## src/hw/shc_spi_defs.vh

```
// Constants of the SPI host/client core: register word indexes, field
// positions, reset values and clock divider figures.
// Assumes inclusion by bare name from the design files; definitions only.
`ifndef SHC_SPI_DEFS_VH
`define SHC_SPI_DEFS_VH

// ==========================================================================
// Register indexes (byte address is four times the index)
`define SHC_IDX_CONTROL_MAIN   3'h0
`define SHC_IDX_CONTROL_FORMAT 3'h1
`define SHC_IDX_IRQ_ENABLES    3'h2
`define SHC_IDX_FLAG_BANK      3'h3
`define SHC_IDX_SHIFT_DATA     3'h4

// ==========================================================================
// control_main fields
`define SHC_CM_ORDER   6
`define SHC_CM_HOST    5
`define SHC_CM_DOUBLE  4
`define SHC_CM_DIV_HI  2
`define SHC_CM_DIV_LO  1
`define SHC_CM_ENABLE  0
`define SHC_CM_MASK    8'h77

// control_format fields
`define SHC_CF_BUFFERED_MODE_ENABLE   7
`define SHC_CF_BUFFERED_WAIT_RECEIVE   6
`define SHC_CF_SSD     2
`define SHC_CF_MODE_HI 1
`define SHC_CF_MODE_LO 0
`define SHC_CF_MASK    8'hC7

// interrupt_enables fields
`define SHC_IE_RXC     7
`define SHC_IE_TXC     6
`define SHC_IE_DRE     5
`define SHC_IE_SSI     4
`define SHC_IE_NORM    0
`define SHC_IE_MASK    8'hF1

// interrupt_flag_bank fields (normal and buffered layouts)
`define SHC_FN_TDONE   7
`define SHC_FN_WRITE_COLLISION_FLAG   6
`define SHC_FB_RXC     7
`define SHC_FB_TXC     6
`define SHC_FB_DRE     5
`define SHC_FB_SSI     4
`define SHC_FB_OVF     0

// ==========================================================================
// Reset values
`define SHC_RST_CONTROL_MAIN   8'h00
`define SHC_RST_CONTROL_FORMAT 8'h00
`define SHC_RST_IRQ_ENABLES    8'h00
`define SHC_RST_SHIFT_DATA     8'h00

// ==========================================================================
// Timing: peripheral clock divide ratios and frame length
`define SHC_DIV_CODE0  8'h04
`define SHC_DIV_CODE1  8'h10
`define SHC_DIV_CODE2  8'h40
`define SHC_DIV_CODE3  8'h80
`define SHC_HOST_EDGES 5'h0F
`define SHC_LAST_BIT   4'h7

`endif

```

## src/hw/shc_spi_core.v

```verilog
// SPI serial port, host or client, with APB register access.
// Assumes one 50 MHz peripheral clock; SPI pins are asynchronous and
// are synchronised here; tristate resolution happens outside.
`timescale 1ns/1ps
`include "shc_spi_defs.vh"

// Functional notes
// [RULE_01] Client select high resets bit counter
// [RULE_02] Select rise mid-byte aborts, data discarded
// [RULE_03] Four clock modes from format field
// [RULE_04] Drive one edge, capture the opposite
// [RULE_05] Host clock offered as level event
// [RULE_06] Port consumes no event inputs
// [RULE_07] Interrupt held while enabled flag set
// [RULE_08] Each source gated by own enable; here both normal sources share enable bit 0
// [RULE_09] Normal sources: transfer done, collision
// [RULE_10] Buffered sources: select, empty, done, receive
// [RULE_11] Order bit: 0 MSB first, 1 LSB
// [RULE_12] Host select: 0 client, 1 host; reset 0
// [RULE_13] Select low in host: fault to client
// [RULE_14] Software rewrites host select after fault
// [RULE_15] Clock double halves host period only
// [RULE_16] Flag register layout depends on buffering
// [RULE_17] Mode codes set idle level and edges
// [RULE_18] Divider codes: 4, 16, 64, 128
// [RULE_19] Done flag cleared by one or read-then-access
// [RULE_20] Busy data write dropped, collision flagged
// [RULE_21] Everything synchronous, documented reset values; reset here is asynchronous
module shc_spi_core (
	input  wire        clock,
	input  wire        rst_b,
	input  wire        psel,
	input  wire        penable,
	input  wire        pwrite,
	input  wire [7:0]  paddr,
	input  wire [31:0] pwdata,
	output reg  [31:0] prdata,
	output reg         pready,
	output reg         pslverr,
	input  wire        sck_in,
	output reg         sck_out,
	output reg         sck_oe,
	input  wire        mosi_in,
	output reg         mosi_out,
	output reg         mosi_oe,
	input  wire        miso_in,
	output reg         miso_out,
	output reg         miso_oe,
	input  wire        ss_b_in,
	output reg         sck_event,
	output reg         irq
);

	// ======================================================================
	// State
	reg [7:0] control_main_ff;
	reg [7:0] control_format_ff;
	reg [7:0] interrupt_enables_ff;
	reg [7:0] sr_ff;
	reg [7:0] txbuf_ff;
	reg [7:0] rxbuf_ff;
	reg       txfull_ff;
	reg       tdone_ff;
	reg       write_collision_flag_ff;
	reg       rxc_ff;
	reg       txc_ff;
	reg       ssi_ff;
	reg       ovf_ff;
	reg       armed_ff;
	reg       busy_ff;
	reg [7:0] tmr_ff;
	reg [4:0] edge_cnt_ff;
	reg [3:0] bit_cnt_ff;
	reg       sck_prev_ff;
	reg       ss_prev_ff;
	reg [7:0] rcv_ff;
	reg [1:0] hsmp_ff;
	reg       evt_held_ff;

	wire [3:0] pins_s;
	wire       s_sck;
	wire       s_mosi;
	wire       s_miso;
	wire       s_ss_b;

	// Pin inputs cross into the clock domain; select idles high
	shc_sync #(
		.W    (4),
		.INIT (4'h8)
	) u_sync (
		.clock (clock),
		.rst_b (rst_b),
		.d     ({ss_b_in, miso_in, mosi_in, sck_in}),
		.q     (pins_s)
	);
	assign s_sck  = pins_s[0];
	assign s_mosi = pins_s[1];
	assign s_miso = pins_s[2];
	assign s_ss_b = pins_s[3];

	// ======================================================================
	// Bus decode
	wire       apb_setup = psel & ~penable;
	wire       apb_done  = psel & penable & pready;
	wire [2:0] idx       = paddr[4:2];
	wire       hit       = (paddr[7:5] == 3'h0) && (paddr[1:0] == 2'h0) && (idx <= `SHC_IDX_SHIFT_DATA);
	wire       wr        = apb_done & pwrite & hit;
	wire       rd        = apb_done & ~pwrite & hit;
	wire       wr_cm     = wr & (idx == `SHC_IDX_CONTROL_MAIN);
	wire       wr_flag   = wr & (idx == `SHC_IDX_FLAG_BANK);
	wire       rd_flag   = rd & (idx == `SHC_IDX_FLAG_BANK);
	wire       wr_data   = wr & (idx == `SHC_IDX_SHIFT_DATA);
	wire       rd_data   = rd & (idx == `SHC_IDX_SHIFT_DATA);
	wire       acc_data  = wr_data | rd_data;

	// ======================================================================
	// Configuration fields
	wire       enable  = control_main_ff[`SHC_CM_ENABLE];
	wire       host    = control_main_ff[`SHC_CM_HOST];
	wire       order   = control_main_ff[`SHC_CM_ORDER];
	wire       dbl     = control_main_ff[`SHC_CM_DOUBLE];
	wire [1:0] div_sel = control_main_ff[`SHC_CM_DIV_HI:`SHC_CM_DIV_LO];
	wire       buffered_mode_enable   = control_format_ff[`SHC_CF_BUFFERED_MODE_ENABLE];
	wire       buffered_wait_receive   = control_format_ff[`SHC_CF_BUFFERED_WAIT_RECEIVE];
	wire       select_line_disable     = control_format_ff[`SHC_CF_SSD];
	wire       cpol    = control_format_ff[`SHC_CF_MODE_HI]; // RULE_03
	wire       cpha    = control_format_ff[`SHC_CF_MODE_LO]; // RULE_03

	// Undoubled period of host clock in peripheral clocks; half_per below is half of it, or a quarter when doubled
	reg  [7:0] div_ratio;
	always @*
	begin
		case (div_sel)
			2'h0:    div_ratio = `SHC_DIV_CODE0; // RULE_18
			2'h1:    div_ratio = `SHC_DIV_CODE1;
			2'h2:    div_ratio = `SHC_DIV_CODE2;
			default: div_ratio = `SHC_DIV_CODE3;
		endcase
	end
	// Doubling only matters here, so client timing never sees it
	wire [7:0] half_per = dbl ? (div_ratio >> 2) : (div_ratio >> 1); // RULE_15

	// ======================================================================
	// Edge events, shared by host and client
	wire host_on   = enable & host;
	wire sel       = enable & ~host & ~s_ss_b;
	wire tick      = busy_ff & (tmr_ff == (half_per - 8'h01));
	wire rise      = s_sck & ~sck_prev_ff;
	wire fall      = ~s_sck & sck_prev_ff;
	wire lead      = host_on ? (tick & (sck_out == cpol)) : (sel & (cpol ? fall : rise)); // RULE_17
	wire trail     = host_on ? (tick & (sck_out != cpol)) : (sel & (cpol ? rise : fall)); // RULE_17
	wire sample_ev = cpha ? trail : lead; // RULE_04
	wire setup_ev  = cpha ? lead : trail; // RULE_04
	wire rx_bit    = host_on ? s_miso : s_mosi;
	wire out_bit   = order ? sr_ff[0] : sr_ff[7]; // RULE_11
	wire [7:0] sr_shift = order ? {rx_bit, sr_ff[7:1]} : {sr_ff[6:0], rx_bit}; // RULE_11
	wire [7:0] rcv_shift = order ? {rx_bit, rcv_ff[7:1]} : {rcv_ff[6:0], rx_bit}; // RULE_11
	wire byte_end  = host_on ? (tick & (edge_cnt_ff == `SHC_HOST_EDGES))
	                         : (sample_ev & (bit_cnt_ff == `SHC_LAST_BIT));
	wire [7:0] rx_byte = sample_ev ? sr_shift : sr_ff;
	wire busy_any  = host_on ? busy_ff : (sel & (bit_cnt_ff != 4'h0));
	wire fault     = host_on & ~select_line_disable & ~s_ss_b; // RULE_13

	// ======================================================================
	// Loading the shift register from software or the transmit buffer
	reg       load;
	reg [7:0] load_val;
	reg       start;
	reg       buf_take;
	reg       buf_put;
	always @*
	begin
		load     = 1'b0;
		load_val = txbuf_ff;
		start    = 1'b0;
		buf_take = 1'b0;
		buf_put  = 1'b0;
		if (wr_data && !buffered_mode_enable && !busy_any)
		begin
			load     = 1'b1;
			load_val = pwdata[7:0];
			start    = host_on;
		end
		else if (wr_data && buffered_mode_enable && !txfull_ff && buffered_wait_receive && !busy_any && (host_on || s_ss_b))
		begin
			load     = 1'b1;
			load_val = pwdata[7:0];
			start    = host_on;
		end
		else if (wr_data && buffered_mode_enable && !txfull_ff)
			buf_put = 1'b1;
		// Buffered data moves on at a byte end, or when the host is idle
		if (buffered_mode_enable && txfull_ff && (byte_end || (host_on && !busy_ff)))
		begin
			load     = 1'b1;
			load_val = txbuf_ff;
			start    = host_on;
			buf_take = 1'b1;
		end
	end

	// ======================================================================
	// Registers written by software; a mode fault overrides a host write
	always @(posedge clock or negedge rst_b)
	begin
		if (!rst_b)
		begin
			control_main_ff      <= `SHC_RST_CONTROL_MAIN; // RULE_21
			control_format_ff    <= `SHC_RST_CONTROL_FORMAT;
			interrupt_enables_ff <= `SHC_RST_IRQ_ENABLES;
		end
		else
		begin
			if (fault)
				control_main_ff <= (wr_cm ? pwdata[7:0] : control_main_ff) & `SHC_CM_MASK &
				                   ~(8'h01 << `SHC_CM_HOST); // RULE_13 RULE_14
			else if (wr_cm)
				control_main_ff <= pwdata[7:0] & `SHC_CM_MASK; // RULE_12
			if (wr && idx == `SHC_IDX_CONTROL_FORMAT)
				control_format_ff <= pwdata[7:0] & `SHC_CF_MASK;
			if (wr && idx == `SHC_IDX_IRQ_ENABLES)
				interrupt_enables_ff <= pwdata[7:0] & `SHC_IE_MASK; // RULE_08
		end
	end

	// ======================================================================
	// Serial engine: host clock timer, counters and shift register
	always @(posedge clock or negedge rst_b)
	begin
		if (!rst_b)
		begin
			busy_ff     <= 1'b0;
			tmr_ff      <= 8'h00;
			edge_cnt_ff <= 5'h00;
			bit_cnt_ff  <= 4'h0;
			sr_ff       <= `SHC_RST_SHIFT_DATA;
			sck_out     <= 1'b0;
			sck_prev_ff <= 1'b0;
			ss_prev_ff  <= 1'b1;
			rcv_ff      <= 8'h00;
			hsmp_ff     <= 2'h0;
		end
		else
		begin
			sck_prev_ff <= s_sck;
			ss_prev_ff  <= s_ss_b;
			if (!host_on || fault)
			begin
				// Leaving host mode drops any host frame at once
				busy_ff     <= 1'b0;
				tmr_ff      <= 8'h00;
				edge_cnt_ff <= 5'h00;
				sck_out     <= cpol; // RULE_17
			end
			else if (tick)
			begin
				tmr_ff      <= 8'h00;
				sck_out     <= ~sck_out;
				edge_cnt_ff <= edge_cnt_ff + 5'h01;
				if (byte_end)
				begin
					busy_ff     <= start;
					edge_cnt_ff <= 5'h00;
				end
			end
			else if (busy_ff)
				tmr_ff <= tmr_ff + 8'h01;
			else
			begin
				busy_ff <= start;
				sck_out <= cpol;
			end
			// Client framing restarts on every select low period
			if (!sel)
				bit_cnt_ff <= 4'h0; // RULE_01 RULE_02
			else if (sample_ev)
				bit_cnt_ff <= byte_end ? 4'h0 : bit_cnt_ff + 4'h1;
			if (load)
				sr_ff <= load_val;
			else if (sample_ev)
				sr_ff <= sr_shift; // RULE_04
			// Synced miso trails the host clock by two cycles, so the host
			// takes its bit two cycles after its own sample edge
			hsmp_ff <= {hsmp_ff[0], host_on & sample_ev};
			if (host_on ? hsmp_ff[1] : sample_ev)
				rcv_ff <= rcv_shift; // RULE_04
		end
	end

	// ======================================================================
	// Pin drivers; data changes only on setup edges, loads or while idle, so the far end's
	// capture edge always sees a settled bit
	wire idle_line = host_on ? ~busy_ff : ~sel;
	wire nxt_dout  = load ? (order ? load_val[0] : load_val[7]) : out_bit;
	always @(posedge clock or negedge rst_b)
	begin
		if (!rst_b)
		begin
			mosi_out  <= 1'b0;
			miso_out  <= 1'b0;
			sck_oe    <= 1'b0;
			mosi_oe   <= 1'b0;
			miso_oe   <= 1'b0;
			sck_event <= 1'b0;
			evt_held_ff <= 1'b0;
		end
		else
		begin
			if (load || setup_ev || idle_line)
			begin
				mosi_out <= nxt_dout; // RULE_04
				miso_out <= nxt_dout; // RULE_04
			end
			sck_oe    <= host_on & ~fault;
			mosi_oe   <= host_on & ~fault;
			miso_oe   <= sel; // RULE_02
			// Level follows the host clock but stands two clocks at least,
			// so a doubled fastest clock is smoothed rather than passed on
			if (((host_on & sck_out) != sck_event) && evt_held_ff)
			begin
				sck_event   <= host_on & sck_out; // RULE_05 RULE_06
				evt_held_ff <= 1'b0;
			end
			else
				evt_held_ff <= 1'b1; // RULE_05
		end
	end

	// ======================================================================
	// Buffers and flags; a hardware set always wins over a clear
	wire clr_tdone = (wr_flag & pwdata[`SHC_FN_TDONE]) | (acc_data & armed_ff); // RULE_19
	wire clr_write_collision_flag = acc_data & armed_ff;
	wire set_tdone = (byte_end & ~buffered_mode_enable) | fault; // RULE_13
	wire set_write_collision_flag = wr_data & ~buffered_mode_enable & busy_any; // RULE_20
	wire set_rxc   = byte_end & buffered_mode_enable;
	wire clr_rxc   = (rd_data & buffered_mode_enable) | (wr_flag & buffered_mode_enable & pwdata[`SHC_FB_RXC]);
	wire set_txc   = byte_end & buffered_mode_enable & ~txfull_ff;
	wire set_ssi   = buffered_mode_enable & enable & ~host & ~s_ss_b & ss_prev_ff;
	always @(posedge clock or negedge rst_b)
	begin
		if (!rst_b)
		begin
			tdone_ff  <= 1'b0;
			write_collision_flag_ff  <= 1'b0;
			rxc_ff    <= 1'b0;
			txc_ff    <= 1'b0;
			ssi_ff    <= 1'b0;
			ovf_ff    <= 1'b0;
			armed_ff  <= 1'b0;
			txfull_ff <= 1'b0;
			txbuf_ff  <= 8'h00;
			rxbuf_ff  <= 8'h00;
		end
		else
		begin
			tdone_ff <= set_tdone | (tdone_ff & ~clr_tdone); // RULE_19
			write_collision_flag_ff <= set_write_collision_flag | (write_collision_flag_ff & ~clr_write_collision_flag); // RULE_20
			rxc_ff   <= set_rxc | (rxc_ff & ~clr_rxc);
			txc_ff   <= set_txc | (txc_ff & ~(wr_flag & pwdata[`SHC_FB_TXC]));
			ssi_ff   <= set_ssi | (ssi_ff & ~(wr_flag & pwdata[`SHC_FB_SSI]));
			ovf_ff   <= (set_rxc & rxc_ff & ~clr_rxc) | (ovf_ff & ~(wr_flag & pwdata[`SHC_FB_OVF]));
			// Armed by a flag read that saw a flag set, used by the next data access
			if (acc_data)
				armed_ff <= 1'b0;
			else if (rd_flag && !buffered_mode_enable && (prdata[`SHC_FN_TDONE] || prdata[`SHC_FN_WRITE_COLLISION_FLAG]))
				armed_ff <= 1'b1;
			if (set_rxc)
				rxbuf_ff <= rx_byte;
			if (buf_put)
			begin
				txbuf_ff  <= pwdata[7:0];
				txfull_ff <= 1'b1;
			end
			else if (buf_take || !buffered_mode_enable)
				txfull_ff <= 1'b0;
		end
	end

	// ======================================================================
	// Single interrupt line from enabled flags
	wire [3:0] buf_src = {rxc_ff, txc_ff, ~txfull_ff, ssi_ff}; // RULE_10
	wire nxt_irq = buffered_mode_enable ? |(buf_src & interrupt_enables_ff[`SHC_IE_RXC:`SHC_IE_SSI]) // RULE_08
	                     : interrupt_enables_ff[`SHC_IE_NORM] & (tdone_ff | write_collision_flag_ff); // RULE_09
	always @(posedge clock or negedge rst_b)
	begin
		if (!rst_b)
			irq <= 1'b0;
		else
			irq <= enable & nxt_irq; // RULE_07
	end

	// ======================================================================
	// APB slave: read data captured in setup, ready in the second access cycle
	reg [7:0] rd_val;
	always @*
	begin
		case (idx)
			`SHC_IDX_CONTROL_MAIN:   rd_val = control_main_ff;
			`SHC_IDX_CONTROL_FORMAT: rd_val = control_format_ff;
			`SHC_IDX_IRQ_ENABLES:    rd_val = interrupt_enables_ff;
			`SHC_IDX_FLAG_BANK:      rd_val = buffered_mode_enable ? {rxc_ff, txc_ff, ~txfull_ff, ssi_ff, 3'h0, ovf_ff}
			                                        : {tdone_ff, write_collision_flag_ff, 6'h00}; // RULE_16
			`SHC_IDX_SHIFT_DATA:     rd_val = buffered_mode_enable ? rxbuf_ff : rcv_ff;
			default:                 rd_val = 8'h00;
		endcase
	end
	always @(posedge clock or negedge rst_b)
	begin
		if (!rst_b)
		begin
			prdata  <= 32'h00000000;
			pready  <= 1'b0;
			pslverr <= 1'b0;
		end
		else
		begin
			if (apb_setup && !pwrite)
				prdata <= hit ? {24'h000000, rd_val} : 32'h00000000;
			pready  <= psel & penable & ~pready;
			pslverr <= psel & penable & ~pready & ~hit;
		end
	end

endmodule

```

## src/hw/shc_sync.v

```verilog
// Two-flop synchroniser bank for the SPI pin inputs.
// Assumes asynchronous pins; reset values given per bit by INIT.
`timescale 1ns/1ps

module shc_sync #(
	parameter       W    = 4,
	parameter [3:0] INIT = 4'h0
) (
	input  wire         clock,
	input  wire         rst_b,
	input  wire [W-1:0] d,
	output wire [W-1:0] q
);

	// ======================================================================
	// One two-stage chain per bit
	genvar i;
	generate
		for (i = 0; i < W; i = i + 1)
		begin : g_bit
			reg meta_ff;
			reg sync_ff;
			// First stage feeds only the second stage
			always @(posedge clock or negedge rst_b)
			begin
				if (!rst_b)
				begin
					meta_ff <= INIT[i];
					sync_ff <= INIT[i];
				end
				else
				begin
					meta_ff <= d[i];
					sync_ff <= meta_ff;
				end
			end
			assign q[i] = sync_ff;
		end
	endgenerate

endmodule

```

## config.mk

```make
export PLATFORM = sky130hd
export DESIGN_NAME = shc_spi_core
export DESIGN_NICKNAME = d
export VERILOG_FILES = /design/src/hw/shc_spi_core.v /design/src/hw/shc_sync.v
export VERILOG_INCLUDE_DIRS = /design/src /design/src/hw
export SDC_FILE = /design/constraint.sdc
export NUM_CORES = 1
export LEC_CHECK = 0
export BUFFER_PORTS_ARGS = -buffer_cell sky130_fd_sc_hd__buf_2
export CAP_MARGIN = 20
export CORE_MARGIN = 10
export CORE_UTILIZATION = 51
export CTS_CLUSTER_SIZE = 14
export DETAILED_ROUTE_END_ITERATION = 12
export GPL_TIMING_DRIVEN = 0
export PLACE_DENSITY = 0.73
export SLEW_MARGIN = 20
export SYNTH_ARGS = -nofsm -noshare
export SYNTH_HDL_FRONTEND = slang
export SYNTH_SLANG_ARGS = --single-unit
```

## constraint.sdc

```tcl
create_clock -name clock -period 2.8 [get_ports clock]
set_input_delay 0 -clock clock [delete_from_list [all_inputs] [get_ports clock]]
set_output_delay 0 -clock clock [all_outputs]
set_load 0.02 [all_outputs]
```

Word level (Yosys, flattened, before mapping)
Cells that the tools add are included.
{"block": "classes", "n_addsub": 4, "order_cmp": 1, "n_eq_ne": 15, "muxes": 62, "bitwise_logic": 92, "n_reduce_logical": 42}
{"cell": "two-way mux 8 bit", "count": 15}
{"cell": "AND 1 bit", "count": 59}
{"cell": "case mux 8 bit (5 select lines)", "count": 1}
{"cell": "two-way mux 1 bit", "count": 37}
{"cell": "case mux 8 bit (3 select lines)", "count": 1}
{"cell": "inverter 1 bit", "count": 21}
{"cell": "logical AND 1 bit", "count": 18}
{"cell": "two-way mux 5 bit", "count": 3}
{"cell": "two-way mux 7 bit", "count": 2}
{"cell": "two-way mux 4 bit", "count": 3}
{"cell": "bitwise OR 1 bit", "count": 11}
{"cell": "adder 8 x 1 -> 8 bit, second input constant", "count": 1}
{"cell": "equality test 8 bit", "count": 1}
{"cell": "nonzero test 2 bit", "count": 4}
{"cell": "subtractor 7 x 1 -> 8 bit, second input constant", "count": 1}
{"cell": "logical OR 1 bit", "count": 7}
{"cell": "equality test 3 x 2 -> 1 bit, second input constant", "count": 2}
{"cell": "zero test 1 bit", "count": 6}
{"cell": "zero test 3 bit", "count": 2}
{"cell": "!= test 3 x 1 -> 1 bit, second input constant", "count": 2}
{"cell": "adder 5 x 1 -> 5 bit, second input constant", "count": 1}
{"cell": "equality test 5 x 4 -> 1 bit, second input constant", "count": 1}
{"cell": "adder 4 x 1 -> 4 bit, second input constant", "count": 1}
{"cell": "AND 4 bit", "count": 1}
{"cell": "other kinds (13)", "count": 15}
{"block": "totals", "register_bits": 129, "inputBits": 49, "out_inout_bits": 42, "wordCells": 257}

Depth between registers and ports, before layout
{"block": "depth", "depth_word": 17, "ltp_mapped": 11}

Modules after synthesis
A second synthesis with hierarchy kept.
{"block": "unflattened", "hier_cells": 531, "hier_area_um2": 5521.5}
{"module": "shc_spi_core", "n_inst": 1, "cells_per_inst": 519, "area_per_inst_um2": 5288.8}
{"module": "shc_sync", "n_inst": 1, "cells_per_inst": 12, "area_per_inst_um2": 232.7}

Worst setup path before layout
No wires, ideal clock.
{"block": "synth_timing", "path_type": "reg2reg", "startpoint": "reg control_main_ff[1]", "endpoint": "reg rxbuf_ff[0]", "setup_ns": 0.125, "arrival_time_ns": 2.474, "required_ns": 2.675, "setup_slack_ns": 0.202, "path_stages_with_launch": 11, "n_path_buf": 2, "period_less_slack_ns": 2.598, "cell_sequence": "dfrtp_1 > buf_6 > xor2_1 > o31a_1 > nor4_4 > o21ai_2 > or3_1 > a21o_1 > buf_6 > mux2_4 > mux2_2"}
{"block": "synth_via", "elab_chain_len": 12, "elab_cells_between_ends": 18}
{"item": "from (decl)", "line": "shc_spi_core.v:56", "text": "reg [7:0] control_main_ff;"}
{"item": "from (signal assigned)", "line": "shc_spi_core.v:208", "text": "control_main_ff <= `SHC_RST_CONTROL_MAIN;"}
{"item": "from (signal assigned)", "line": "shc_spi_core.v:215", "text": "control_main_ff <= (wr_cm ? pwdata[7:0] : control_main_ff) & `SHC_CM_MASK &"}
{"item": "from (signal assigned)", "line": "shc_spi_core.v:218", "text": "control_main_ff <= pwdata[7:0] & `SHC_CM_MASK;"}
{"item": "equality test 2 bit, or another cell as far along", "line": "shc_spi_core.v:133", "text": "case (div_sel)"}
{"item": "case mux 8 bit (3 select lines) *", "line": "shc_spi_core.v:133"}
{"item": "two-way mux 7 bit *", "line": "shc_spi_core.v:141", "text": "wire [7:0] half_per = dbl ? (div_ratio >> 2) : (div_ratio >> 1);"}
{"item": "subtractor 7 x 1 -> 8 bit *", "line": "shc_spi_core.v:147", "text": "wire tick = busy_ff & (tmr_ff == (half_per - 8'h01));"}
{"item": "equality test 8 bit *", "line": "shc_spi_core.v:147"}
{"item": "AND 1 bit *", "line": "shc_spi_core.v:147"}
{"item": "AND 1 bit (on tied branches)", "line": "shc_spi_core.v:150, shc_spi_core.v:151"}
{"item": "two-way mux 1 bit (on tied branches)", "line": "shc_spi_core.v:150, shc_spi_core.v:151"}
{"item": "two-way mux 1 bit", "line": "shc_spi_core.v:152", "text": "wire sample_ev = cpha ? trail : lead;"}
{"item": "AND 1 bit", "line": "shc_spi_core.v:159", "text": ": (sample_ev & (bit_cnt_ff == `SHC_LAST_BIT));"}
{"item": "two-way mux 1 bit", "line": "shc_spi_core.v:158", "text": "wire byte_end = host_on ? (tick & (edge_cnt_ff == `SHC_HOST_EDGES))"}
{"item": "AND 1 bit", "line": "shc_spi_core.v:335", "text": "wire set_rxc = byte_end & buffered_mode_enable;"}
{"item": "to (signal assigned)", "line": "shc_spi_core.v:368", "text": "rxbuf_ff <= rx_byte;"}
{"item": "to (decl)", "line": "shc_spi_core.v:61", "text": "reg [7:0] rxbuf_ff;"}
Mark *: on every way between the ends. The rest lies on a longest branch, timed or not.
A chain may end at the register's enable or synchronous reset.

Worst setup path after layout
Ends and elaborated chain as after synthesis.

==> reports/metrics.csv <==
metric;value;unit
outcome;finished clean;
hold_path.class;input pin to flop;
crit_fanout;9;
ios;91;
place_congestion;0.884;
cts_root_buf;clkbuf_8;
final_core_util;62.2;%
cp_top_family;compound AO/OA/AOI/OAI gates;
rsz0062_at_grt;false;
ir_worst_vdd;284;uV
ys_ff_latch;103;
yosysUniqueCellTypes;62;
period_minus_slack;2660;ps
drive_gt1_share;23.1;%
cts-buffers-inserted;9;
vias;4470;
synth_ff_type;dfrtp_1;
fp.dieW;123;um
clkTransAtPathRegs;110;ps
synthesis.area;5430;um^2
yosysWarnings;0;
cp-end-kind;flop;
cap_violations;0;
required;3090;ps
core-area;10400;um^2
grt_pass1_wl;22.0;mm
grt_max_degree;67;
total_power;0.00291;W
setup_violations;0;
synth_edf_count;0;
track_usage;18.2;%
avgSynthCellArea;9.97;um^2
timing.setup.tns;0;ps
arrival;2950;ps
io_buffers;42;
fmax;0.376;GHz
die-area;15200;um^2
fp.dieH;123;um
finalClockSkew;18.1;ps
antenna_found_initial;0;
grt_pass1_vias;4453;
htree_levels;3;
place_hpwl;9.81;mm
drt_pass1_iterations;5;
path_buf_inv;2;
cellLeakagePower;2.99;nW
fillers;863;
power.density;452;nW/um^2
async_flop_share;100;%
crit_path_max_incr_delay;400;ps
ant_nets;0;
initial_core_util;52.4;%
n_antenna_cell;0;
crit_type;flop to flop;
cts_buffer_depth;2;
worstMarginPinSlew;911;ps
cts_tree;yes;
crit_chain;buf_6 > xor2_1 > o31a_1 > nor4_4 > o21ai_2 > or3_1 > a21o_1 > buf_6 > mux2_4 > mux2_2;
grt_remaining_overflow;0;
avgRoutedWirePerCell;17.2;um
period_share;95.0;%
areaGrowthSynthToFinish;18.7;%
cts.sinks;103;
drc;0;
nets;698;
yosysSeqAreaShare;47.5;%
startpoint_type;flop;
slowest_stage;or3_1;
wirelength;13.5;mm
viasPerCell;5.69;
path_common_cell;buf_6;
drt_iter0_drc;277;
rows;37;
slew_headroom;39.1;%
drv_slew;0;
clock_latency;390;ps
synthCells;545;
hold_viol;0;
## final timing paths
check / from / endpoint / slack, ps / cells past startpoint
setup / recovery: control_main_ff[1]$_DFFE_PN0P_ / rxbuf_ff[0]$_DFFE_PN0P_ / 140 / 10
hold / removal: paddr[3] / control_format_ff[1]$_DFFE_PN0P_ / 40 / 3
setup reg to reg: control_main_ff[1]$_DFFE_PN0P_ / rxbuf_ff[0]$_DFFE_PN0P_ / 140 / 10
hold reg to reg: u_sync.g_bit[0].meta_ff$_DFF_PN0_ / u_sync.g_bit[0].sync_ff$_DFF_PN0_ / 360 / 0
max in group asynchronous: rst_b / ss_prev_ff$_DFF_PN1_ / 2040 / 3
min in group asynchronous: rst_b / rxbuf_ff[6]$_DFFE_PN0P_ / 80 / 2
## what timing repair did
item | 4_1_cts | 5_1_grt
endpoints found under the setup margin | 17 | 28
pin swaps | 0 | 4
resized for setup | 8 | 5
buffers inserted | 0 | 7
hold buffers | 16 | 0
hold endpoints to repair | 137 | 0
## per-layer routing
| layer | track usage [%] | wire [um] |
|---|---|---|
| met1 | 22.9 | 5640 |
| met2 | 29.4 | 6470 |
| met3 | 4.28 | 1110 |
| met4 | 7.71 | 317 |
| met5 | 0 | 0 |
## stage by stage
stage / area [um^2] / instances / worst slack, ps / hold slack [ps]
3_3_place_gp: 5900 / 746 / -115 / 106
5_1_grt: 6440 / 785 / 1.11 / 80.1
4_1_cts: 6370 / 779 / 29.7 / 23.2
6_report: 6440 / 785 / 139 / 40.8
3_5_place_dp: 5930 / 747 / -176 / -68.0
2_1_floorplan: 5520 / 568 / 202 / -296
## flip-flops by register name, indices dropped and copies added, names as in the netlist, 4 cells and up
signal / count
control_main_ff: 6
control_format_ff: 5
interrupt_enables_ff: 5
u_sync.g_bit.sync_ff: 4
prdata: 8
u_sync.g_bit.meta_ff: 4
bit_cnt_ff: 4
rcv_ff: 8
sr_ff: 8
rxbuf_ff: 8
tmr_ff: 8
edge_cnt_ff: 5
txbuf_ff: 8
## placed cells by master, fill, tap and decap left out, types with 4 or more instances in the layout
master / count
nand3b_1: 7
a21oi_1: 29
nor3_1: 6
dfrtp_1: 99
ha_1: 5
nand2b_1: 8
xnor2_1: 5
nand3_1: 17
o21ai_0: 43
mux2_2: 32
o22ai_1: 5
a22oi_1: 10
xor2_1: 6
clkbuf_8: 9
nand4_1: 5
mux2i_1: 26
nand2_1: 55
conb_1: 24
inv_1: 13
nor2b_1: 8
nor3b_1: 4
buf_2: 43
a22o_1: 4
and3_1: 4
a31oi_1: 7
dlygate4sd3_1: 16
clkbuf_1: 14
nor2_1: 43
buf_4: 33
## where the power goes
| group | internal (W) | switching (W) | total (W) |
|---|---|---|---|
| clock network | 0.000608 | 0.000562 | 0.00117 |
| logic | 0.0000866 | 0.000134 | 0.000220 |
| registers | 0.00151 | 0.0000160 | 0.00152 |
| total | 0.00220 | 0.000712 | 0.00291 |
## cell families after synthesis
group / share of synthesized area [%]
multiplexers: 12.3
other: 0.0690
AO/OA/AOI/OAI: 14.6
adder cells (fa/ha/maj): 1.15
XOR/XNOR: 1.77
AND/OR/NAND/NOR: 15.9
flip-flops: 47.5
buffers and inverters: 6.61
## area by class of cell
type                            instances  area [um^2]  share of cell area [%]
Inverter                               14         52.6                   0.815
Multi-Input combinational cell        400         2630                    40.7
Sequential cell                       103         2580                    40.1
Tap cell                              136          170                    2.64
Clock buffer                            9          124                    1.92
Timing Repair Buffer                   66          457                    7.09
Buffer                                 50          307                    4.76
Clock inverter                          7          128                    1.98
## tightest hold or removal path, delay by kind of cell
family / cells / cell delay [ps]
buffers and inverters: 1 / 120
and+or+nand+nor: 1 / 110
AOI/OAI and AO/OA: 1 / 150
## Yosys cell counts, types with 3 or more instances
library cell	n	area [um^2]
and3_1	4	25.0
nand2b_1	8	50.1
o22ai_1	5	31.3
mux2_2	32	360
xnor2_1	5	43.8
o2111ai_1	3	26.3
nand2_1	55	206
buf_4	26	195
mux2i_1	26	260
buf_1	3	11.3
o21ai_0	44	220
dfrtp_1	100	2500
ha_1	5	62.6
nor2b_1	9	56.3
nor3b_1	4	30.0
a31oi_1	9	56.3
nor2_1	43	161
nor3_1	6	30.0
nand3b_1	7	52.6
a21oi_1	29	145
xor2_1	6	52.6
inv_1	13	48.8
a22oi_1	10	75.1
clkbuf_1	18	67.6
nand3_1	17	85.1
dfstp_2	3	78.8
a22o_1	4	35.0
nand4_1	5	31.3
Power figures use the tool's default switching activity.
